--- config.mk ---
export PLATFORM = sky130hd
export DESIGN_NAME = tpg_device_flat
export DESIGN_NICKNAME = d
export VERILOG_FILES = /design/src/tpg_pkg.sv /design/src/tpg_if.sv /design/src/tpg_device.sv /design/src/tpg_spi_slave.sv /design/src/flat_wrapper.sv
export VERILOG_INCLUDE_DIRS = /design/src /design/src/src
export SDC_FILE = /design/constraint.sdc
export NUM_CORES = 1
export LEC_CHECK = 0
export BUFFER_PORTS_ARGS = -buffer_cell sky130_fd_sc_hd__buf_2
export CAP_MARGIN = 40
export CORE_UTILIZATION = 45
export CTS_CLUSTER_SIZE = 30
export DETAILED_ROUTE_END_ITERATION = 10
export GPL_ROUTABILITY_DRIVEN = 1
export PLACE_DENSITY_LB_ADDON = 0.05
export SYNTH_ARGS = -nofsm -noshare
export SYNTH_HDL_FRONTEND = slang
export SYNTH_HIERARCHICAL = 1
export SYNTH_SLANG_ARGS = --single-unit
--- constraint.sdc ---
create_clock -name clk -period 8.5 [get_ports clk]
set_clock_uncertainty 0.05 [all_clocks]
set_input_delay 1.7 -clock clk [delete_from_list [all_inputs] [get_ports clk]]
set_output_delay 1.7 -clock clk [all_outputs]
set_load 0.05 [all_outputs]
--- src/tpg_cfg.svh ---
`ifndef TPG_CFG_SVH
`define TPG_CFG_SVH
// ---------------------------------------------------------------
// Timing
// ---------------------------------------------------------------
`define TPG_CLK_NS        4
`define TPG_DT_STEP_NS    50
`define TPG_DT_STEP_CYC   ((`TPG_DT_STEP_NS + `TPG_CLK_NS - 1) / `TPG_CLK_NS)
`define TPG_DT_MAX_NS     12000
`define TPG_DT_MAX_STEPS  (`TPG_DT_MAX_NS / `TPG_DT_STEP_NS)
`define TPG_DT_W          12
`define TPG_SCLK_NS       333
`define TPG_SCLK_HALF_CYC ((`TPG_SCLK_NS + 2 * `TPG_CLK_NS - 1) / (2 * `TPG_CLK_NS))
`define TPG_CS_EDGE_NS    100
`define TPG_CS_EDGE_CYC   ((`TPG_CS_EDGE_NS + `TPG_CLK_NS - 1) / `TPG_CLK_NS)
`define TPG_CS_GAP_NS     200
`define TPG_CS_GAP_CYC    ((`TPG_CS_GAP_NS + `TPG_CLK_NS - 1) / `TPG_CLK_NS)
// ---------------------------------------------------------------
// Serial frame: opcode in [15:12], argument in [7:0]
// ---------------------------------------------------------------
`define TPG_FRAME_BITS    16
`define TPG_OP_STATUS     4'h0
`define TPG_OP_MASK_LO    4'h1
`define TPG_OP_MASK_HI    4'h2
`define TPG_OP_DEADTIME   4'h3
`define TPG_OP_MODE       4'h4
`define TPG_OP_CLR_INT    4'h5
`define TPG_MASK_RST      4'hF
`define TPG_DT_RST        8'h02
// ---------------------------------------------------------------
// Controller command port
// ---------------------------------------------------------------
`define TPG_H_CTRL        8'h00
`define TPG_H_REQ         8'h04
`define TPG_H_TX          8'h08
`define TPG_H_RX          8'h0C
`define TPG_H_STAT        8'h10
`endif

--- src/tpg_pkg.sv ---
`default_nettype none
package tpg_pkg;
   // Pins seen by the device after two-flop synchronisation
   typedef struct packed {
      logic       en_a;
      logic       en_b;
      logic [2:0] high_req;
      logic [2:0] low_req;
      logic [2:0] above_half;
      logic       oc;
      logic [6:0] fault;
      logic       cs;
      logic       sclk;
      logic       sdi;
   } tpg_pins_t;

   typedef enum logic [2:0] {HS_IDLE, HS_LEAD, HS_HIGH, HS_LOW, HS_LAG, HS_GAP} tpg_hstate_t;
endpackage
`default_nettype wire

--- src/tpg_if.sv ---
`timescale 1ns/1ps
`default_nettype none
interface tpg_if;
   logic enable_a_in;
   logic enable_b_in;
   logic dev_reset_n;
   logic phase_a_high_req_n;
   logic phase_b_high_req_n;
   logic phase_c_high_req_n;
   logic phase_a_low_req;
   logic phase_b_low_req;
   logic phase_c_low_req;
   logic phase_a_position_out;
   logic phase_b_position_out;
   logic phase_c_position_out;
   logic overcurrent_flag_out;
   logic interrupt_out;
   logic cs_n;
   logic sclk;
   logic sdi;
   logic sdo;
   logic sdo_oe_n;
   logic sdo_line;

   // Undriven serial output reads as low
   assign sdo_line = sdo_oe_n ? 1'b0 : sdo;

   modport device (
      input  enable_a_in, enable_b_in, dev_reset_n,
      input  phase_a_high_req_n, phase_b_high_req_n, phase_c_high_req_n,
      input  phase_a_low_req, phase_b_low_req, phase_c_low_req,
      input  cs_n, sclk, sdi,
      output phase_a_position_out, phase_b_position_out, phase_c_position_out,
      output overcurrent_flag_out, interrupt_out, sdo, sdo_oe_n
   );
   modport host (
      output enable_a_in, enable_b_in, dev_reset_n,
      output phase_a_high_req_n, phase_b_high_req_n, phase_c_high_req_n,
      output phase_a_low_req, phase_b_low_req, phase_c_low_req,
      output cs_n, sclk, sdi,
      input  phase_a_position_out, phase_b_position_out, phase_c_position_out,
      input  overcurrent_flag_out, interrupt_out, sdo_line
   );
endinterface
`default_nettype wire

--- src/tpg_device.sv ---
// The address-and-strobe port and the address map were chosen for this implementation.
`timescale 1ns/1ps
`default_nettype none
`include "tpg_cfg.svh"
// Function
// - Gates on only with both enables high
// - Low enable leaves logic and serial port running
// - High side waits for one low-side pulse
// - Reset holds gates off with pull-down
// - Logic reset within 77 ns
// - Reset switches off logic supply regulator
// - Below power-on threshold: reset, tri-state, deaf
// - Position output follows half-supply comparison
// - High-side requests active low, idle high
// - Low-side requests active high, idle low
// - Interlock and deadtime by default, overridable
// - Fault sets interrupt until clear command
// - Two mask registers gate fault sources
// - Serial port answers only while selected
// - Input sampled on falling clock, MSB first
// - Output hi-Z unselected, shifts on rising
// - Serial clock typically 3 MHz, max 5
// - Over-current flag follows the condition
// - Deadtime programmable in 50 ns steps
// - Simultaneous-mode command accepted once per reset
module tpg_device
   import tpg_pkg::*;
(
   input  wire logic       clk,
   input  wire logic       rst_n,
   tpg_if.device           link,
   input  wire logic       por_ok,
   input  wire logic [2:0] hs_src_above_half,
   input  wire logic       overcurrent_in,
   input  wire logic [6:0] fault_in,
   output logic [2:0]      gate_high,
   output logic [2:0]      gate_low,
   output logic            gate_pulldown,
   output logic            gate_hiz,
   output logic            vdd_reg_en
);
   // ---------------------------------------------------------------
   // Declarations
   // ---------------------------------------------------------------
   tpg_pins_t                     raw;
   tpg_pins_t                     s1_q;
   tpg_pins_t                     p;
   logic                          arst_n;
   logic                          en_raw;
   logic                          en_s;
   logic [2:0]                    high_q;
   logic [2:0]                    low_q;
   logic [2:0]                    high_d;
   logic [2:0]                    low_d;
   logic [2:0]                    armed_q;
   logic [`TPG_DT_W-1:0]          dt_q [3];
   logic [7:0]                    dt_steps_q;
   logic [3:0]                    mask_low_q;
   logic [3:0]                    mask_high_q;
   logic                          simul_q;
   logic                          mode_locked_q;
   logic [7:0]                    pending_q;
   logic                          int_q;
   logic [7:0]                    fault_src;
   logic [`TPG_FRAME_BITS-1:0]    status;
   logic [`TPG_FRAME_BITS-1:0]    rx_word;
   logic                          rx_valid;
   logic [3:0]                    op;
   logic [7:0]                    arg;
   logic                          clr_int;

   function automatic logic [`TPG_DT_W-1:0] dt_cycles(input logic [7:0] steps);
      dt_cycles = `TPG_DT_W'(steps * `TPG_DT_STEP_CYC);
   endfunction

   // ---------------------------------------------------------------
   // Reset, power and gate output stage
   // ---------------------------------------------------------------
   // Asynchronous so the logic is cleared well inside 77 ns of the pin
   assign arst_n        = rst_n & link.dev_reset_n & por_ok;
   assign vdd_reg_en    = link.dev_reset_n;
   assign gate_pulldown = ~link.dev_reset_n;
   assign gate_hiz      = ~por_ok;
   // Raw enables act without any clock edge
   assign en_raw        = link.enable_a_in & link.enable_b_in & link.dev_reset_n & por_ok;
   assign gate_high     = high_q & {3{en_raw}};
   assign gate_low      = low_q & {3{en_raw}};

   // ---------------------------------------------------------------
   // Pin synchronisers, polarity folded so reset value is idle
   // ---------------------------------------------------------------
   always_comb
   begin
      raw            = '0;
      raw.en_a       = link.enable_a_in;
      raw.en_b       = link.enable_b_in;
      raw.high_req   = ~{link.phase_c_high_req_n, link.phase_b_high_req_n,
                         link.phase_a_high_req_n};
      raw.low_req    = {link.phase_c_low_req, link.phase_b_low_req,
                        link.phase_a_low_req};
      raw.above_half = hs_src_above_half;
      raw.oc         = overcurrent_in;
      raw.fault      = fault_in;
      raw.cs         = ~link.cs_n;
      raw.sclk       = link.sclk;
      raw.sdi        = link.sdi;
   end

   always_ff @(posedge clk or negedge arst_n)
   begin
      if (!arst_n)
      begin
         s1_q <= '0;
         p    <= '0;
      end
      else
      begin
         s1_q <= raw;
         p    <= s1_q;
      end
   end

   assign en_s = p.en_a & p.en_b;

   assign link.phase_a_position_out = p.above_half[0];
   assign link.phase_b_position_out = p.above_half[1];
   assign link.phase_c_position_out = p.above_half[2];
   assign link.overcurrent_flag_out = p.oc;
   assign link.interrupt_out        = int_q;

   // ---------------------------------------------------------------
   // Phase arbitration
   // ---------------------------------------------------------------
   always_comb
   begin
      for (int i = 0; i < 3; i++)
      begin
         if (simul_q)
         begin
            // Override: no interlock and no blanking
            high_d[i] = p.high_req[i] & en_s & armed_q[i];
            low_d[i]  = p.low_req[i] & en_s;
         end
         else
         begin
            // Contradicting requests turn both sides off
            high_d[i] = p.high_req[i] & ~p.low_req[i] & en_s & armed_q[i]
                        & ~low_q[i] & (dt_q[i] == '0);
            low_d[i]  = p.low_req[i] & ~p.high_req[i] & en_s
                        & ~high_q[i] & (dt_q[i] == '0);
         end
      end
   end

   always_ff @(posedge clk or negedge arst_n)
   begin
      if (!arst_n)
      begin
         high_q <= '0;
         low_q  <= '0;
         for (int i = 0; i < 3; i++)
            dt_q[i] <= '0;
      end
      else
      begin
         high_q <= high_d;
         low_q  <= low_d;
         for (int i = 0; i < 3; i++)
         begin
            if (!simul_q && ((high_q[i] && !high_d[i]) || (low_q[i] && !low_d[i])))
               dt_q[i] <= dt_cycles(dt_steps_q);
            else if (dt_q[i] != '0)
               dt_q[i] <= dt_q[i] - 1'b1;
         end
      end
   end

   // Bootstrap charge: a disable forgets it, a low-side pulse restores it
   always_ff @(posedge clk or negedge arst_n)
   begin
      if (!arst_n)
         armed_q <= '0;
      else if (!en_s)
         armed_q <= '0;
      else
         armed_q <= armed_q | low_q;
   end

   // ---------------------------------------------------------------
   // Serial port and configuration
   // ---------------------------------------------------------------
   assign status = {pending_q, mode_locked_q, simul_q, armed_q, p.above_half};

   // Keeps running while enables are low: only arst_n clears it
   tpg_spi_slave #(
      .BITS(`TPG_FRAME_BITS)
   ) u_spi (
      .clk      (clk),
      .arst_n   (arst_n),
      .cs       (p.cs),
      .sclk     (p.sclk),
      .sdi      (p.sdi),
      .tx_word  (status),
      .rx_word  (rx_word),
      .rx_valid (rx_valid),
      .sdo      (link.sdo),
      .sdo_oe_n (link.sdo_oe_n)
   );

   assign op      = rx_word[15:12];
   assign arg     = rx_word[7:0];
   assign clr_int = rx_valid & (op == `TPG_OP_CLR_INT);

   always_ff @(posedge clk or negedge arst_n)
   begin
      if (!arst_n)
      begin
         mask_low_q    <= `TPG_MASK_RST;
         mask_high_q   <= `TPG_MASK_RST;
         dt_steps_q    <= `TPG_DT_RST;
         simul_q       <= 1'b0;
         mode_locked_q <= 1'b0;
      end
      else if (rx_valid)
      begin
         unique case (op)
            `TPG_OP_MASK_LO:
               mask_low_q <= arg[3:0];
            `TPG_OP_MASK_HI:
               mask_high_q <= arg[3:0];
            `TPG_OP_DEADTIME:
               // Steps above the 12 us span are clipped
               dt_steps_q <= (arg > 8'(`TPG_DT_MAX_STEPS)) ? 8'(`TPG_DT_MAX_STEPS) : arg;
            `TPG_OP_MODE:
               if (!mode_locked_q)
               begin
                  simul_q       <= arg[0];
                  mode_locked_q <= 1'b1;
               end
            default:
               ;
         endcase
      end
   end

   // ---------------------------------------------------------------
   // Fault latching; a new fault wins over a clear in the same cycle
   // ---------------------------------------------------------------
   assign fault_src = {p.fault, p.oc};

   always_ff @(posedge clk or negedge arst_n)
   begin
      if (!arst_n)
      begin
         pending_q <= '0;
         int_q     <= 1'b0;
      end
      else
      begin
         pending_q <= (pending_q & ~{8{clr_int}})
                      | (fault_src & {mask_high_q, mask_low_q});
         int_q     <= |pending_q;
      end
   end
endmodule
`default_nettype wire

--- src/tpg_spi_slave.sv ---
`timescale 1ns/1ps
`default_nettype none
`include "tpg_cfg.svh"
module tpg_spi_slave #(
   parameter int BITS = `TPG_FRAME_BITS
) (
   input  wire logic            clk,
   input  wire logic            arst_n,
   input  wire logic            cs,
   input  wire logic            sclk,
   input  wire logic            sdi,
   input  wire logic [BITS-1:0] tx_word,
   output logic [BITS-1:0]      rx_word,
   output logic                 rx_valid,
   output logic                 sdo,
   output logic                 sdo_oe_n
);
   localparam int CW = $clog2(BITS + 1);

   logic            sclk_q;
   logic            cs_q;
   logic [CW-1:0]   cnt_q;
   logic [BITS-1:0] tx_q;
   logic            rise;
   logic            fall;

   assign rise = sclk & ~sclk_q;
   assign fall = ~sclk & sclk_q;
   assign sdo_oe_n = ~cs;

   always_ff @(posedge clk or negedge arst_n)
   begin
      if (!arst_n)
      begin
         sclk_q <= 1'b0;
         cs_q   <= 1'b0;
      end
      else
      begin
         sclk_q <= sclk;
         cs_q   <= cs;
      end
   end

   // ---------------------------------------------------------------
   // Receive on falling edges, most significant bit first
   // ---------------------------------------------------------------
   always_ff @(posedge clk or negedge arst_n)
   begin
      if (!arst_n)
      begin
         rx_word <= '0;
         cnt_q   <= '0;
      end
      else if (!cs)
         cnt_q <= '0;
      else if (fall)
      begin
         rx_word <= {rx_word[BITS-2:0], sdi};
         // Counting one past BITS marks an over-long frame as invalid
         if (cnt_q != CW'(BITS + 1))
            cnt_q <= cnt_q + 1'b1;
      end
   end

   // A frame counts only if exactly BITS falling edges came inside select
   always_ff @(posedge clk or negedge arst_n)
   begin
      if (!arst_n)
         rx_valid <= 1'b0;
      else
         rx_valid <= cs_q & ~cs & (cnt_q == CW'(BITS));
   end

   // ---------------------------------------------------------------
   // Transmit: word frozen at select, one bit per rising edge
   // ---------------------------------------------------------------
   always_ff @(posedge clk or negedge arst_n)
   begin
      if (!arst_n)
      begin
         tx_q <= '0;
         sdo  <= 1'b0;
      end
      else if (cs & ~cs_q)
         tx_q <= tx_word;
      else if (cs & rise)
      begin
         sdo  <= tx_q[BITS-1];
         tx_q <= {tx_q[BITS-2:0], 1'b0};
      end
   end
endmodule
`default_nettype wire

--- src/flat_wrapper.sv ---
// flat-port wrapper written by rule: the top's interface ports become plain ports
module tpg_device_flat import tpg_pkg::*;
  (clk, rst_n, por_ok, hs_src_above_half, overcurrent_in, fault_in, gate_high, gate_low, gate_pulldown, gate_hiz, vdd_reg_en, link_enable_a_in, link_enable_b_in, link_dev_reset_n, link_phase_a_high_req_n, link_phase_b_high_req_n, link_phase_c_high_req_n, link_phase_a_low_req, link_phase_b_low_req, link_phase_c_low_req, link_cs_n, link_sclk, link_sdi, link_phase_a_position_out, link_phase_b_position_out, link_phase_c_position_out, link_overcurrent_flag_out, link_interrupt_out, link_sdo, link_sdo_oe_n);
  tpg_if link_i ();
  input  wire logic clk;
  input  wire logic rst_n;
  input  wire logic por_ok;
  input  wire logic [2:0] hs_src_above_half;
  input  wire logic overcurrent_in;
  input  wire logic [6:0] fault_in;
  output logic [2:0] gate_high;
  output logic [2:0] gate_low;
  output logic gate_pulldown;
  output logic gate_hiz;
  output logic vdd_reg_en;
  input wire logic [$bits(link_i.enable_a_in)-1:0] link_enable_a_in;
  input wire logic [$bits(link_i.enable_b_in)-1:0] link_enable_b_in;
  input wire logic [$bits(link_i.dev_reset_n)-1:0] link_dev_reset_n;
  input wire logic [$bits(link_i.phase_a_high_req_n)-1:0] link_phase_a_high_req_n;
  input wire logic [$bits(link_i.phase_b_high_req_n)-1:0] link_phase_b_high_req_n;
  input wire logic [$bits(link_i.phase_c_high_req_n)-1:0] link_phase_c_high_req_n;
  input wire logic [$bits(link_i.phase_a_low_req)-1:0] link_phase_a_low_req;
  input wire logic [$bits(link_i.phase_b_low_req)-1:0] link_phase_b_low_req;
  input wire logic [$bits(link_i.phase_c_low_req)-1:0] link_phase_c_low_req;
  input wire logic [$bits(link_i.cs_n)-1:0] link_cs_n;
  input wire logic [$bits(link_i.sclk)-1:0] link_sclk;
  input wire logic [$bits(link_i.sdi)-1:0] link_sdi;
  output wire logic [$bits(link_i.phase_a_position_out)-1:0] link_phase_a_position_out;
  output wire logic [$bits(link_i.phase_b_position_out)-1:0] link_phase_b_position_out;
  output wire logic [$bits(link_i.phase_c_position_out)-1:0] link_phase_c_position_out;
  output wire logic [$bits(link_i.overcurrent_flag_out)-1:0] link_overcurrent_flag_out;
  output wire logic [$bits(link_i.interrupt_out)-1:0] link_interrupt_out;
  output wire logic [$bits(link_i.sdo)-1:0] link_sdo;
  output wire logic [$bits(link_i.sdo_oe_n)-1:0] link_sdo_oe_n;
  assign link_i.enable_a_in = link_enable_a_in;
  assign link_i.enable_b_in = link_enable_b_in;
  assign link_i.dev_reset_n = link_dev_reset_n;
  assign link_i.phase_a_high_req_n = link_phase_a_high_req_n;
  assign link_i.phase_b_high_req_n = link_phase_b_high_req_n;
  assign link_i.phase_c_high_req_n = link_phase_c_high_req_n;
  assign link_i.phase_a_low_req = link_phase_a_low_req;
  assign link_i.phase_b_low_req = link_phase_b_low_req;
  assign link_i.phase_c_low_req = link_phase_c_low_req;
  assign link_i.cs_n = link_cs_n;
  assign link_i.sclk = link_sclk;
  assign link_i.sdi = link_sdi;
  assign link_phase_a_position_out = link_i.phase_a_position_out;
  assign link_phase_b_position_out = link_i.phase_b_position_out;
  assign link_phase_c_position_out = link_i.phase_c_position_out;
  assign link_overcurrent_flag_out = link_i.overcurrent_flag_out;
  assign link_interrupt_out = link_i.interrupt_out;
  assign link_sdo = link_i.sdo;
  assign link_sdo_oe_n = link_i.sdo_oe_n;
  tpg_device u_core (.clk(clk), .rst_n(rst_n), .link(link_i), .por_ok(por_ok), .hs_src_above_half(hs_src_above_half), .overcurrent_in(overcurrent_in), .fault_in(fault_in), .gate_high(gate_high), .gate_low(gate_low), .gate_pulldown(gate_pulldown), .gate_hiz(gate_hiz), .vdd_reg_en(vdd_reg_en));
endmodule
==> impl_results.md, run 1 <==
* Post-cts sizing count at 0
* Mux contribution to synthesized area at 11.16%
* H-Tree Depth at 4
* F_max at 226.0 MHz
* Switching Fraction at 23.84%
* Pre-CTS setup slack at 4075 ps
* WHS at 298.8 ps
* Remaining antenna violation count at 0
* Final Hold Viols at 0
* Placed cells at 883
* Skew-Pair Late Insertion Delay at 420 ps
* Worst-path clk slew at 60 ps
* Pins Over Slew Limit at 0
* CTS root buf: clkbuf_16
* RSZ-0062 raised after global routing: no
* Area of the core at 15890 um^2
* Average size of a mapped cell at 11.48 um^2
* Worst reg-to-reg path cell count at 8
* Hold Crit Depth at 0
* CTS Hold Buffers Added at 0
* Synth unique cells at 62
* #FFs+latches synth at 157
* # rows at 46
* Max Cap Viol at 0
* Share of cells above drive strength 1 at 21.17%
* Diodes inserted at 0
* Num CTS Buffers at 17
* Worst IR Drop VDD at 0.2483 mV
* Clk sinks at 157
* Dpl hpwl at 9.631 mm
* Vias/cell at 5.175
* DRC violations left at 0
* Synth async-reset ratio at 100.0%
* Final std cells w/o fill at 915
* Crit path setup slack, layout at 4076 ps
* Hold/Removal Path Class: reg2reg
* Kind of critical path: in2out
* 1st-iter DRT viols at 192
* Largest net degree at the start of global routing at 68
* Setup Buffers After CTS at 0
* Worst EP arrival at 2670 ps
* Crit path max fanout at 5
* EDFF count, synth at 0
* Initial antenna violation count at 0
* Largest cells by area after synthesis: dfrtp_1 (51%), mux2_2 (6.3%), ha_1 (5.0%)
* Power per cell area at 196.8 nW/um^2
* Grt ovf at 0
* Final worst path period share at 52.05%
* Cell accounting for the most synthesized area: dfrtp_1
* # IOs at 42
* Clock power frac at 46.6%
* IO Port Bufs at 41
* Post-Synth Adder-Cell Area at 6.322%
* Post-Place Cell Area at 7746 um^2
* R2R Path Start: u_core/dt_steps_q[1]
* Post-synthesis sequential area ratio at 53.80%
* Reg-to-reg endpoint: u_core/dt_q[11]
* Compound-Gate Fraction of Synth Area at 7.979%
* Area grow syn2layout at 14.01%
* HP Start: u_core/s1_q[8]
* DIE WIDTH at 129.6 um
* Setup TNS at 0 ps
* Syn Inst Count at 638
* Post-route cell area at 8349 um^2
* Leak pwr at 4.120 nW
* R2R Setup Slk at 5080 ps
* Fin crit period at 4424 ps
* Final Setup Violations at 0
* Synth warnings at 6
* Internal at 1.251 mW
* Avg WL per Cell at 15.31 um
* Die height at 129.6 um
* Routed Wire Length at 14.01 mm
* # nets final at 746
* Sequential Power Share at 49.2%
* Starting Density at 46.10%
* Comb power frac at 4.2%
* CTS Buffer Depth at 2
* Global-route wire length before repair at 22.83 mm
* Most used DFF post-synth: dfrtp_1
* Switching power at 0.3916 mW
* TritonRoute pass-1 iters at 4
* Post-Syn Area at 7323 um^2
* Top cell type's share of synthesized area at 50.57%
* Min-Delay Endpoint: u_core/fault_src[6]
* Least-Margin Pin Slew at 828.3 ps
* Synth Area in XOR/XNOR at 2.870%
* Largest family of logic cells by synthesized area: simple AND/OR/NAND/NOR gates
* Endpoint class of the critical path: output port
* Final Wtd Congestion at 0.7908
* CP Data Required Time at 6750 ps
* Slew Limit Headroom at 44.55%
* Setup crit start kind: primary input
* Status: complete, no violations
* Vias in the first global route at 4541
* Synth Area in Simple Gates at 13.65%
* Die ar. at 16790 um^2
* Total number of vias at 4735
* Syn_nets at 698
* Total GRT Usage at 18.01%
* CTS tree: done
-- layout make-up --
type	instances	area, um^2
clock buffer	17	425.4
inverter	55	206.4
multi-input combinational	409	3087
clock inverter	15	177.7
fill	1376	7536
sequential	157	3940
timing repair buffer	46	242.7
tap	216	270.3
-- metal layers --
metal	share of wire, %	routed length [um]	global-route usage [%]	vias up
met5	0	0	0	-
met4	0.82	115	4.788	0
met3	2.6	367	4.748	11
met2	50	6958	29.63	67
met1	47	6572	23.56	2344
li1	-	-	-	2313
-- critical path, stage by stage --
cell	delay [ps]
buf_2	100
inv_1	50
nor3_1	380
and2_1	190
buf_2	260
-- cells in the mapped netlist (3+ instances only) --
cell,count
a21oi_1,16
a22o_1,8
a22oi_1,15
and2_1,7
buf_2,3
buf_4,3
buf_6,3
clkbuf_1,6
dfrtp_1,148
dfstp_2,9
fa_1,5
ha_1,29
inv_1,55
mux2_1,4
mux2_2,41
mux2_4,4
mux2i_1,25
nand2_1,46
nand2b_1,9
nand3_1,14
nand4_1,4
nor2_1,49
nor2b_1,7
nor3_1,11
nor4_1,13
o21ai_0,29
or3_1,3
or4_1,5
xnor2_1,20
xor2_1,4
-- worst max-delay path by stage --
stage / from / to / slack (ps) / depth (start not counted)
detailed placement: por_ok / gate_high[2] / 4070 / 5
floorplan: rst_n / u_core/armed_q[0] / 1650 / 1
global placement: por_ok / gate_low[0] / 4130 / 5
global route: link_dev_reset_n / gate_low[1] / 3980 / 5
finish: link_dev_reset_n / gate_low[1] / 4080 / 5
CTS: por_ok / gate_high[2] / 4070 / 5
-- power groups by stage --
stage / clock network (mW) / registers, mW / logic (mW)
after global routing: 0.817 / 0.812 / 0.0782
after global placement: 0 / 0.821 / 0.0692
after CTS: 0.784 / 0.808 / 0.0705
after detailed placement: 0 / 0.822 / 0.0703
after floorplan: 0 / 0.814 / 0.0514
final: 0.766 / 0.808 / 0.0690
-- state kept, by name, indices dropped and copies added, names as in the netlist, 3 cells and up --
name / cells
u_core/u_spi/rx_word: 16
u_core/u_spi/cnt_q: 5
u_core/high_q: 3
u_core/s1_q: 22
u_core/p: 11
u_core/low_q: 3
u_core/u_spi/tx_q: 16
u_core/mask_low_q: 4
u_core/armed_q: 3
u_core/dt_q: 36
u_core/mask_high_q: 4
u_core/dt_steps_q: 8
u_core/fault_src: 7
u_core/pending_q: 8
-- through the flow --
| stage | util (%) | power, mW |
|---|---|---|
| floorplan | - | 0.8656 |
| global placement | 48.72 | 0.8900 |
| detailed placement | 48.76 | 0.8924 |
| CTS | 52.56 | 1.662 |
| global route | 52.56 | 1.707 |
| finish | 52.56 | 1.643 |
-- kinds of logic after synthesis --
kind of cell | after synthesis
buf+inv | 72
mux | 74
compound gates | 88
flops | 157
xor+xnor | 24
simple gates | 189
fa+ha+maj | 34
-- layout by cell type (no fill, tap or decap), types with 4 or more instances in the layout --
master / instances
nor2b_1: 7
xor2_1: 4
dfstp_2: 9
and2_1: 7
fa_1: 5
a21oi_1: 16
dfrtp_1: 148
mux2_1: 4
nor3_1: 11
clkbuf_16: 17
mux2i_1: 25
nand3_1: 14
clkinvlp_4: 4
mux2_2: 41
inv_6: 4
mux2_4: 4
buf_4: 5
buf_2: 41
a22o_1: 8
nand2b_1: 9
o21ai_0: 29
ha_1: 29
nor4_1: 13
a22oi_1: 15
nand2_1: 46
nor2_1: 49
inv_1: 55
xnor2_1: 20
or4_1: 5
nand4_1: 4
Power figures use the tool's default switching activity.
==> run 2: changes to the inputs <==
- clock period: 8.5 -> 4.3 ns (I/O delays scaled with it)
==> run 2 against run 1 <==
Final cell count is 0.22% higher. Worst setup slack worse by 2900 ps. Critical endpoint is now u_core/dt_q[11]. Die area stayed put.
==> impl_results.md, run 2 (synthesis gave the netlist of run 1 again) <==
* Vias/cell at 5.118
* Avg WL per Cell at 15.64 um
* Final Core Density at 52.96%
* Die height at 129.6 um
* CTS Hold Buffers Added at 0
* Setup crit start kind: flop
* Diodes inserted at 0
* IO Port Bufs at 41
* CTS tree: done
* Crit path setup slack, layout at 1131 ps
* Leak pwr at 4.150 nW
* Starting Density at 46.10%
* CP Data Required Time at 4520 ps
* Dpl hpwl at 10.11 mm
* # IOs at 42
* Die ar. at 16790 um^2
* Initial antenna violation count at 0
* Slew Limit Headroom at 48.36%
* Setup Buffers After CTS at 0
* Sequential Power Share at 48.9%
* Total number of vias at 4693
* Fill cells at 1425
* Least-Margin Pin Slew at 774.6 ps
* Pre-CTS setup slack at 1146 ps
* Worst EP arrival at 3390 ps
* Switching power at 0.7856 mW
* 1st-iter DRT viols at 207
* Worst reg-to-reg path cell count at 8
* H-Tree Depth at 4
* Kind of critical path: reg2reg
* Critical Path End: u_core/dt_q[11]
* Comb power frac at 4.3%
* Largest net degree at the start of global routing at 63
* Final Wtd Congestion at 0.7967
* Share of cells above drive strength 1 at 21.26%
* Skew-Pair Late Insertion Delay at 420 ps
* # nets final at 748
* Top flop regs: u_core/dt_q: 36 flops, u_core/s1_q: 22 flops
* DIE WIDTH at 129.6 um
* Total GRT Usage at 18.79%
* Post-cts sizing count at 0
* RSZ-0062 raised after global routing: no
* Clock power frac at 46.8%
* Critical Path Source: u_core/dt_steps_q[1]
* Remaining antenna violation count at 0
* Fin crit period at 3169 ps
* Worst-path clk slew at 70 ps
* Biggest register: u_core/dt_q
* R2R Path Start: u_core/dt_steps_q[1]
* Worst IR Drop VDD at 0.4226 mV
* TritonRoute pass-1 iters at 4
* Global-route wire length before repair at 24.03 mm
* R2R Setup Slk at 1130 ps
* Switching Fraction at 24.03%
* Endpoint class of the critical path: flop
* Routed Wire Length at 14.34 mm
* CTS root buf: clkbuf_16
* Setup TNS at 0 ps
* Grt ovf at 0
* Pins Over Slew Limit at 0
* Power per cell area at 388.6 nW/um^2
* Crit path max fanout at 6
* CTS Buffer Depth at 2
* DRC violations left at 0
* Vias in the first global route at 4719
* Status: complete, no violations
* Internal at 2.484 mW
* Clk sinks at 157
* Area grow syn2layout at 14.88%
* Max reg flops at 36
* Area of the core at 15890 um^2
* Final Hold Viols at 0
* Commonest cells after routing, fill and taps aside: dfrtp_1 (148), inv_1 (55), nor2_1 (49), nand2_1 (46)
* Reg-to-reg endpoint: u_core/dt_q[11]
* Final worst path period share at 73.70%
* Hold/Removal Path Class: reg2reg
* F_max at 315.5 MHz
* Final Setup Violations at 0
* Max Cap Viol at 0
* Most common cell after layout, fill and taps aside: dfrtp_1
* Num CTS Buffers at 17
* # rows at 46
## run 2: cell count changes in the layout (fill, tap and decap cells not counted)
cell | previous run | this run
buf_12 | 0 | 2
clkinv_4 | 1 | 3
clkinvlp_4 | 4 | 2
buf_16 | 0 | 1
buf_4 | 5 | 4
clkbuf_1 | 0 | 1
clkinv_2 | 1 | 0
inv_6 | 4 | 3
inv_8 | 2 | 3
## run 2: final cells by class
type	instances	area (um^2)	area share, %
sequential	157	3940	46.83
multi-input combinational	409	3087	36.69
clock buffer	18	429.2	5.101
timing repair buffer	48	302.8	3.599
tap	216	270.3	3.212
inverter	55	206.4	2.454
clock inverter	14	177.7	2.112
## run 2: power by group through the flow
stage               registers (mW)  clock network (mW)  logic [mW]
global route                  1.61                1.63       0.159
CTS                           1.60                1.57       0.146
floorplan                     1.61                   0       0.102
global placement              1.62                   0       0.139
finish                        1.60                1.53       0.142
detailed placement            1.63                   0       0.146
## run 2: worst min-delay path by stage
stage / slack, ps / cells past startpoint / startpoint / to
3_3_place_gp: 280 / 0 / u_core/s1_q[5] / u_core/fault_src[3]
5_1_grt: 300 / 0 / u_core/s1_q[6] / u_core/fault_src[4]
6_report: 300 / 0 / u_core/s1_q[8] / u_core/fault_src[6]
4_1_cts: 300 / 0 / u_core/s1_q[6] / u_core/fault_src[4]
2_1_floorplan: 280 / 0 / u_core/s1_q[3] / u_core/fault_src[1]
3_5_place_dp: 290 / 0 / u_core/s1_q[6] / u_core/fault_src[4]
## run 2: per-layer routing
| metal | wire (um) | GRT usage (%) |
|---|---|---|
| met4 | 216 | 5.472 |
| met1 | 6631 | 25.09 |
| met2 | 7053 | 30.54 |
| met3 | 440 | 4.418 |
| met5 | 0 | 0 |
## run 2: worst max-delay path: stages (launching register included)
cell      delay (ps)
dfstp_2          590
ha_1             270
fa_1             510
fa_1             470
a21oi_1          220
o22ai_1          150
nor3b_1          160
a311oi_1         440
mux2i_1          150
## run 2: through the flow
stage	cell area (um^2)	hold slack [ps]	cells	total power [mW]
after detailed placement	7806	285.5	885	1.773
after floorplan	7325	281.2	638	1.711
after CTS	8413	300.5	917	3.318
after global placement	7771	281.3	883	1.763
after global routing	8413	302.3	917	3.401
final	8413	299.6	917	3.269
